--- src/verilog/apsc_pkg.sv ---
// Package of constants and types for the ADC power-state controller
package apsc_pkg;
  // Requested/reported power-state encodings
  typedef enum logic [1:0] {
    APSC_ACTIVE = 2'h0,
    APSC_PDOWN = 2'h1,
    APSC_STANDBY = 2'h3
  } apsc_pstate_t;
  localparam logic [1:0] APSC_CODE_RSVD = 2'h2;
  // Clock rate and settling latency
  localparam int APSC_CLK_MHZ = 200;
  localparam int APSC_LATENCY_US = 15;
  localparam int APSC_LATENCY_CYC = APSC_LATENCY_US * APSC_CLK_MHZ;
  localparam int APSC_CNT_W = 16;
  // Shadow configuration store size, then latency timer count constants
  localparam int APSC_CFG_AW = 4;
  localparam int APSC_CFG_DW = 8;
  localparam logic [APSC_CNT_W-1:0] APSC_CNT_ZERO = 16'h0000;
  localparam logic [APSC_CNT_W-1:0] APSC_CNT_ONE = 16'h0001;
endpackage
--- src/verilog/apsc_cfg_mem.sv ---
// Configuration register store with registered read data
`timescale 1ns/100ps
`default_nettype none
module apsc_cfg_mem #(
  parameter int AW = 4,
  parameter int DW = 8
) (
  input wire logic clk,
  input wire logic we,
  input wire logic [AW-1:0] waddr,
  input wire logic [DW-1:0] wdata,
  input wire logic [AW-1:0] raddr,
  output logic [DW-1:0] rdata
);
  logic [DW-1:0] mem [0:(1<<AW)-1];

  // Write port; the caller gates writes while powered down
  always_ff @(posedge clk) begin
    if (we) begin
      mem[waddr] <= wdata;
    end
  end

  // Registered read port
  always_ff @(posedge clk) begin
    rdata <= mem[raddr];
  end
endmodule
`default_nettype wire

--- src/verilog/apsc_ctrl.sv ---
// ADC power-state controller: requests, settling latency, state reporting
// Behaviour
// - Three states: active, power-down, standby
// - Power-down stops conversion, keeps configuration
// - Standby stops conversion, small power saving
// - Write is request for target state
// - Read returns actual state in force
// - Readback matches request after 15 us
// - Requests during latency may be rejected
// - No direct power-down to standby move
`timescale 1ns/100ps
`default_nettype none
module apsc_ctrl
  import apsc_pkg::*;
#(
  parameter int LATENCY_CYC = apsc_pkg::APSC_LATENCY_CYC
) (
  input wire logic clk,
  input wire logic nrst,
  input wire logic req_valid,
  input wire logic [1:0] req_state,
  output logic [1:0] power_state_control,
  output logic busy,
  output logic req_rejected,
  output logic conv_enable,
  output logic core_power_on,
  output logic bias_power_on,
  input wire logic cfg_we,
  input wire logic [apsc_pkg::APSC_CFG_AW-1:0] cfg_waddr,
  input wire logic [apsc_pkg::APSC_CFG_DW-1:0] cfg_wdata,
  input wire logic [apsc_pkg::APSC_CFG_AW-1:0] cfg_raddr,
  output logic [apsc_pkg::APSC_CFG_DW-1:0] cfg_rdata
);
  import apsc_pkg::*;

  localparam logic [APSC_CNT_W-1:0] LAT_LOAD = APSC_CNT_W'(LATENCY_CYC);

  logic [1:0] state_reg;
  logic [1:0] target_reg;
  logic [APSC_CNT_W-1:0] cnt_reg;
  logic accept;
  logic reject;

  // Legal target: known code, and never power-down straight to standby
  function automatic logic legal_target(input logic [1:0] cur, input logic [1:0] tgt);
    legal_target = (tgt != APSC_CODE_RSVD) &&
                   !((cur == APSC_PDOWN) && (tgt == APSC_STANDBY));
  endfunction

  ////////////////////////////////////////////////////////////////////////
  // Request acceptance
  assign accept = req_valid && !busy && legal_target(state_reg, req_state);
  assign reject = req_valid && !accept;

  // Latency timer; a refused request never reloads it
  always_ff @(posedge clk or negedge nrst) begin
    if (!nrst) begin
      cnt_reg <= APSC_CNT_ZERO;
    end else if (accept) begin
      cnt_reg <= LAT_LOAD;
    end else if (cnt_reg != APSC_CNT_ZERO) begin
      cnt_reg <= cnt_reg - APSC_CNT_ONE;
    end
  end

  // Target latched on acceptance, committed when the timer expires
  always_ff @(posedge clk or negedge nrst) begin
    if (!nrst) begin
      target_reg <= APSC_ACTIVE;
      state_reg <= APSC_ACTIVE;
    end else begin
      if (accept) begin
        target_reg <= req_state;
      end
      if (cnt_reg == APSC_CNT_ONE) begin
        state_reg <= target_reg;
      end
    end
  end

  // Busy flag, rejection pulse and reported state, all registered
  always_ff @(posedge clk or negedge nrst) begin
    if (!nrst) begin
      busy <= 1'b0;
      req_rejected <= 1'b0;
      power_state_control <= APSC_ACTIVE;
    end else begin
      busy <= accept || (cnt_reg > APSC_CNT_ONE);
      req_rejected <= reject;
      power_state_control <= (cnt_reg == APSC_CNT_ONE) ? target_reg : state_reg;
    end
  end

  ////////////////////////////////////////////////////////////////////////
  // Core power controls follow the state in force
  // Standby keeps bias up so the return to active is quick
  always_ff @(posedge clk or negedge nrst) begin
    if (!nrst) begin
      conv_enable <= 1'b1;
      core_power_on <= 1'b1;
      bias_power_on <= 1'b1;
    end else begin
      case (power_state_control)
        APSC_ACTIVE: begin
          conv_enable <= 1'b1;
          core_power_on <= 1'b1;
          bias_power_on <= 1'b1;
        end
        APSC_STANDBY: begin
          conv_enable <= 1'b0;
          core_power_on <= 1'b1;
          bias_power_on <= 1'b1;
        end
        default: begin
          conv_enable <= 1'b0;
          core_power_on <= 1'b0;
          bias_power_on <= 1'b0;
        end
      endcase
    end
  end

  ////////////////////////////////////////////////////////////////////////
  // Configuration store frozen while powered down
  apsc_cfg_mem #(
    .AW(APSC_CFG_AW),
    .DW(APSC_CFG_DW)
  ) u_cfg (
    .clk(clk),
    .we(cfg_we && (state_reg != APSC_PDOWN)),
    .waddr(cfg_waddr),
    .wdata(cfg_wdata),
    .raddr(cfg_raddr),
    .rdata(cfg_rdata)
  );

  ////////////////////////////////////////////////////////////////////////
  // Checks
  chk_no_pd_to_sb: assert property (@(posedge clk) disable iff (!nrst)
    ($past(power_state_control) == APSC_PDOWN) |-> (power_state_control != APSC_STANDBY))
    else $error("power-down went straight to standby");
  chk_reject_keeps: assert property (@(posedge clk) disable iff (!nrst)
    (req_valid && busy) |=> (req_rejected && $stable(target_reg)))
    else $error("request during latency was not refused");
  chk_sb_in_pd: assert property (@(posedge clk) disable iff (!nrst)
    (req_valid && state_reg == APSC_PDOWN && req_state == APSC_STANDBY)
      |=> req_rejected && state_reg == APSC_PDOWN)
    else $error("standby request left power-down");
  chk_timer_hold: assert property (@(posedge clk) disable iff (!nrst)
    (reject && cnt_reg > APSC_CNT_ONE) |=> (cnt_reg == $past(cnt_reg) - APSC_CNT_ONE))
    else $error("refused request disturbed timer");
  chk_accept_load: assert property (@(posedge clk) disable iff (!nrst)
    accept |=> (cnt_reg == LAT_LOAD) && busy)
    else $error("accepted request did not start latency");
  chk_commit_time: assert property (@(posedge clk) disable iff (!nrst)
    (cnt_reg == APSC_CNT_ONE) |=> (power_state_control == $past(target_reg)))
    else $error("readback missed requested state");
  chk_pd_outputs: assert property (@(posedge clk) disable iff (!nrst)
    (power_state_control == APSC_PDOWN) |=> !conv_enable && !core_power_on)
    else $error("power-down left core running");
  chk_sb_outputs: assert property (@(posedge clk) disable iff (!nrst)
    (power_state_control == APSC_STANDBY) |=> !conv_enable && bias_power_on)
    else $error("standby outputs wrong");
  chk_state_legal: assert property (@(posedge clk) disable iff (!nrst)
    power_state_control != APSC_CODE_RSVD)
    else $error("reserved state reported");
endmodule
`default_nettype wire

--- config.mk ---
export PLATFORM = sky130hd
export DESIGN_NAME = apsc_ctrl
export DESIGN_NICKNAME = d
export VERILOG_FILES = /design/src/verilog/apsc_pkg.sv /design/src/verilog/apsc_cfg_mem.sv /design/src/verilog/apsc_ctrl.sv
export SDC_FILE = /design/constraint.sdc
export NUM_CORES = 1
export LEC_CHECK = 0
export ABC_AREA = 1
export BUFFER_PORTS_ARGS = -buffer_cell sky130_fd_sc_hd__buf_4
export CAP_MARGIN = 20
export CORE_UTILIZATION = 45
export CTS_CLUSTER_DIAMETER = 60
export DETAILED_ROUTE_END_ITERATION = 7
export PLACE_DENSITY = 0.72
export SYNTH_ARGS = -nofsm -noshare
export SYNTH_HDL_FRONTEND = slang
export SYNTH_SLANG_ARGS = --single-unit
--- constraint.sdc ---
create_clock -name clk -period 2.1 [get_ports clk]
set_input_delay 0 -clock clk [delete_from_list [all_inputs] [get_ports clk]]
set_output_delay 0 -clock clk [all_outputs]
set_load 0.05 [all_outputs]
### Word level (Yosys, flattened, before mapping)

Memory sizes are Yosys's and may differ from the RTL's. A register that Yosys moved wholly into a read port is not among the register bits.
Cells that the tools add are included.

| cells by class | value |
|---|---|
| reductions and logical operators | 14 |
| magnitude comparators | 1 |
| add/subtract/negate cells | 1 |
| equal/unequal tests | 6 |
| mux-type cells | 6 |

Operators with widths:

| kind | number |
|---|---|
| two-way mux 16 bit | 2 |
| equality test 16 x 1 -> 1 bit, second input constant | 1 |
| greater-than comparator 16 x 1 -> 1 bit, second input constant | 1 |
| nonzero test 16 bit | 1 |
| subtractor 16 x 1 -> 16 bit, second input constant | 1 |
| logical AND 1 bit | 6 |
| equality test 2 bit, second input constant | 2 |
| two-way mux 1 bit | 4 |
| logical NOT 1 bit | 3 |
| equality test 2 x 1 -> 1 bit, second input constant | 1 |
| logical NOT 2 bit | 1 |
| != test 2 x 1 -> 1 bit, second input constant | 1 |
| != test 2 bit, second input constant | 1 |
| nonzero test 2 bit | 1 |
| OR reduction 2 bit | 1 |
| logical OR 1 bit | 1 |

| storage, ports and cells | value |
|---|---|
| output and inout bits | 15 |
| bits in registers | 24 |
| memories kept | 1 |
| bits in writable memories | 128 |
| input bits | 22 |

Memories:

| memory | words | width | read ports | clocked after Yosys merged registers in | wr ports | RTL line | source |
|---|---|---|---|---|---|---|---|
| u_cfg.mem | 16 | 8 | 1 | 1 | 1 | apsc_cfg_mem.sv:15 | `logic [DW-1:0] mem [0:(1<<AW)-1];` |

### Depth between registers and ports, before layout

| depth | value |
|---|---|
| depth after elaboration | 7 |
| gate-level depth with buffers | 9 |
| gate-level depth less buffers | 9 |

### Hierarchy

Synthesis repeated with hierarchy kept, for this count alone.

| second synthesis, totals | value |
|---|---|
| cell total of the unflattened synthesis | 727 |
| area, all modules | 7123.1 um2 |

By module, submodules not included:

| module | cells an instance | seq. area each (um2) | instances | area an instance (um2) |
|---|---|---|---|---|
| apsc_cfg_mem | 551 | 4003.8 | 1 | 5766.8 |
| apsc_ctrl | 176 | 603.1 | 1 | 1356.3 |

### Least setup slack after synthesis

Ideal clock, no wire load.

| timing | value |
|---|---|
| kind | flip-flop to flip-flop |
| start | register, netlist name power_state_control[1] |
| end | memory u_cfg.mem[0][0], enable pin |
| library setup time | 370 ps |
| cell stages (with the launch flop) | 6 |
| slack | 44 ps |
| path buffers | 0 |
| clock period less this slack | 2056 ps |
| data arrival time | 1686 ps |
| required time | 1730 ps |
| path through | dfrtp_1 inv_1 ha_1 nor2_1 nand3b_1 nor2_1 |

RTL lines:

| element | RTL line |
|---|---|
| end: declaration | apsc_cfg_mem.sv:15 |

==> impl_metrics.env <==
export IMPL_yosysWarnings=0
export IMPL_slowest_stage_cell_cp="sky130_fd_sc_hd__dfrtp_1"
export IMPL_grt_pass1_wl_mm=24.2
export IMPL_criticalPathCategory="flip-flop to flip-flop"
export IMPL_largest_reg_flops=128
export IMPL_max_cap_violations=0
export IMPL_worst_ir_drop_vdd_mv=0.633
export IMPL_cts_resized=0
export IMPL_syn_num_nets=662
export IMPL_start_kind="flip-flop"
export IMPL_grt_start_max_net_pins=46
export IMPL_critical_path_top_cell_by_count="sky130_fd_sc_hd__nor2_1"
export IMPL_synth_sequential_area_ratio_pct=68.3
export IMPL_area_of_all_placed_cells_without_fillers_sq_mm=0.00806
export IMPL_synth_area_sq_mm=0.00674
export IMPL_crit_path_end_kind="flip-flop"
export IMPL_gpl_final_weighted_congestion=0.851
export IMPL_clockBufferDepth=2
export IMPL_reg2reg_setup_slack_ns=0.21
export IMPL_worstPathCellList="ha_1, nor2_1, nand3_1, nor2_1, buf_4"
export IMPL_core_area_sq_mm=0.0146
export IMPL_cts_sink_count=160
export IMPL_drt_wl_total_mm=15.2
export IMPL_powerDensity_mw_per_mm2=969
export IMPL_tritoncts="built"
export IMPL_final_layout_size_suffix_gt1_share_pct=14.6
export IMPL_clock_skews_ns=0.00946
export IMPL_clk_pin_slew_worst_paths_ns=0.06
export IMPL_vias=4701
export IMPL_most_frequent_cells_in_the_layout="sky130_fd_sc_hd__nand2_1, sky130_fd_sc_hd__edfxtp_1, sky130_fd_sc_hd__nor2_1"
export IMPL_top_level_i_o_count=37
export IMPL_timing_max_transition_violations_final=0
export IMPL_placement_cell_area_sq_mm=0.00726
export IMPL_max_slew_margin_rel_pct=54.2
export IMPL_max_freq_mhz=530
export IMPL_buffer_and_inverter_count_on_the_worst_path=1
export IMPL_syn_to_final_growth_pct=19.5
export IMPL_path_max_fanout=8
export IMPL_cell_types_occupying_the_most_area_after_synthesis="sky130_fd_sc_hd__edfxtp_1, sky130_fd_sc_hd__dfrtp_1, sky130_fd_sc_hd__nand2_1"
export IMPL_avgViaCountPerCell=5.24
export IMPL_hold_worst_slack_ns=0.00585
export IMPL_synth_area_leader_cell="sky130_fd_sc_hd__edfxtp_1"
export IMPL_post_layout_total_power_w=0.00781
export IMPL_antenna_cells_inserted=0
export IMPL_worst_pin_slew_ns=0.686
export IMPL_final_common_cell="sky130_fd_sc_hd__nand2_1"
export IMPL_result_of_the_run="finished clean"
export IMPL_timing_final_crit_share_pct=89.9
export IMPL_post_cts_repair_setup_buffers=0
export IMPL_die_w_um=124
export IMPL_drt_pre_antenna_iters=5
export IMPL_min_path_type="primary input to async pin"
export IMPL_timing_critical_path_arrival_ns=2.02
export IMPL_grt_setup_unrepaired="no"
export IMPL_cts_htree_levels=4
export IMPL_timing_critical_path_slowest_cell_delay_ns=0.40
export IMPL_root_buffer="sky130_fd_sc_hd__clkbuf_16"
export IMPL_final_sum_of_negative_setup_slack_ns=0
export IMPL_gr_total_overflow=0
export IMPL_die_area_sq_mm=0.0155
export IMPL_yosysUniqueCellTypes=27
export IMPL_die_height_um=124
export IMPL_detailedRoute_firstIterationViolations=663
export IMPL_initial_utilization_pct=46.2
export IMPL_grt_pass1_vias=4692
export IMPL_finalSetupViolations=0
export IMPL_wl_per_cell_um=17.0
export IMPL_yosysTopAreaCellShare_pct=57.0
export IMPL_synth_seq_cells=160
export IMPL_netlist_instances=636
export IMPL_dp_hpwl_mm=9.60
export IMPL_post_route_min_period_ns=1.89
export IMPL_rows=44
export IMPL_ctsHoldBuffers=15
export IMPL_antenna_left=0
export IMPL_grt_antenna_before_repair=0
export IMPL_clk_insertion_delay_late_ns=0.42
export IMPL_tritoncts_num_buffers=17
export IMPL_cp_top_family="simple AND/OR/NAND/NOR gates"
export IMPL_finalHoldViolCount=0
export IMPL_synthesis_area_per_instance_sq_um=10.6
export IMPL_final_net_count=726
export IMPL_groute_usage_overall_pct=20.6
export IMPL_power_leakage_nw=3.24
export IMPL_remaining_routing_drc_violations=0
export IMPL_crit_required_ns=2.23
export IMPL_port_buffers=36
## report_power, final
part	total (W)	leakage [nW]	internal (W)	switching [W]
combinational	0.000779	1.42	0.000267	0.000513
sequential	0.00371	1.51	0.00359	0.000118
clock	0.00332	0.306	0.00211	0.00122
## metrics by stage
| stage | worst slack, ns | cells | util, % |
|---|---|---|---|
| after CTS | 0.238 | 897 | 55.2 |
| after floorplan | 0.0439 | 636 | - |
| after global routing | 0.145 | 897 | 55.2 |
| final | 0.212 | 897 | 55.2 |
| after detailed placement | 0.261 | 850 | 49.8 |
| after global placement | 0.343 | 850 | 49.8 |
## worst register-to-register path: cells and delay by family, from the launching register on
family	cells	cell delay [ns]
simple gates	3	0.77
buf+inv	1	0.21
flops	1	0.40
fa+ha+maj	1	0.22
## cells by family (layout without fill, tap and decap cells)
logic type      Yosys count  in the layout  share of synthesized area (%)
simple gates            328            328                           20.4
flops                   160            160                           68.3
buf+inv                  82            159                           5.14
compound gates           62             62                           5.36
fa+ha+maj                 4              4                          0.743
## metal layers
metal  vias up  track usage, %  wire [um]
li1       2263               -          -
met1      2222            26.2       6470
met2       186            33.4       7230
met3        30            5.93       1160
met4         0            7.94        368
met5         -               0          0
## synthesized netlist by cell type
library cell               number
sky130_fd_sc_hd__dfrtp_1       22
sky130_fd_sc_hd__o21ai_0       31
sky130_fd_sc_hd__clkbuf_1       6
sky130_fd_sc_hd__o211ai_1      19
sky130_fd_sc_hd__nor2_1       109
sky130_fd_sc_hd__nor2_4         1
sky130_fd_sc_hd__o21ai_1        5
sky130_fd_sc_hd__buf_1          2
sky130_fd_sc_hd__buf_2         10
sky130_fd_sc_hd__dfxtp_1        8
sky130_fd_sc_hd__edfxtp_1     128
sky130_fd_sc_hd__buf_4          7
sky130_fd_sc_hd__inv_2          4
sky130_fd_sc_hd__a21oi_1        6
sky130_fd_sc_hd__inv_1         53
sky130_fd_sc_hd__or2_2          4
sky130_fd_sc_hd__nand2_4        1
sky130_fd_sc_hd__o21ai_2        1
sky130_fd_sc_hd__nand2_2        1
sky130_fd_sc_hd__ha_1           4
sky130_fd_sc_hd__dfstp_2        2
sky130_fd_sc_hd__nand2_1      139
sky130_fd_sc_hd__nand3b_1       1
sky130_fd_sc_hd__nand3_1       65
sky130_fd_sc_hd__nand4_1        3
sky130_fd_sc_hd__nor2_8         1
sky130_fd_sc_hd__nor2_2         3
## layout make-up
type | instances | area, sq um
well taps | 184 | 230
fillers | 1160 | 6530
clock inverters | 14 | 214
multi-input cells | 394 | 1790
repair buffers | 70 | 576
inverters | 57 | 214
flip-flops and latches | 160 | 4610
clock buffers | 18 | 429
## path summary, 6_finish.rpt
path	depth (start not counted)	start	endpoint
min in group clk	5	cfg_raddr[1]	u_cfg.rdata[0]$_DFF_P_
max	5	power_state_control[0]$_DFFE_PN0P_	u_cfg.mem[14][4]$_DFFE_PP_
min reg2reg	2	target_reg[1]$_DFFE_PN0P_	target_reg[1]$_DFFE_PN0P_
min	2	nrst	cnt_reg[2]$_DFFE_PN0P_
max in group asynchronous	2	nrst	conv_enable$_DFF_PN1_
max reg2reg	5	power_state_control[0]$_DFFE_PN0P_	u_cfg.mem[14][4]$_DFFE_PP_
Power figures use the tool's default switching activity.
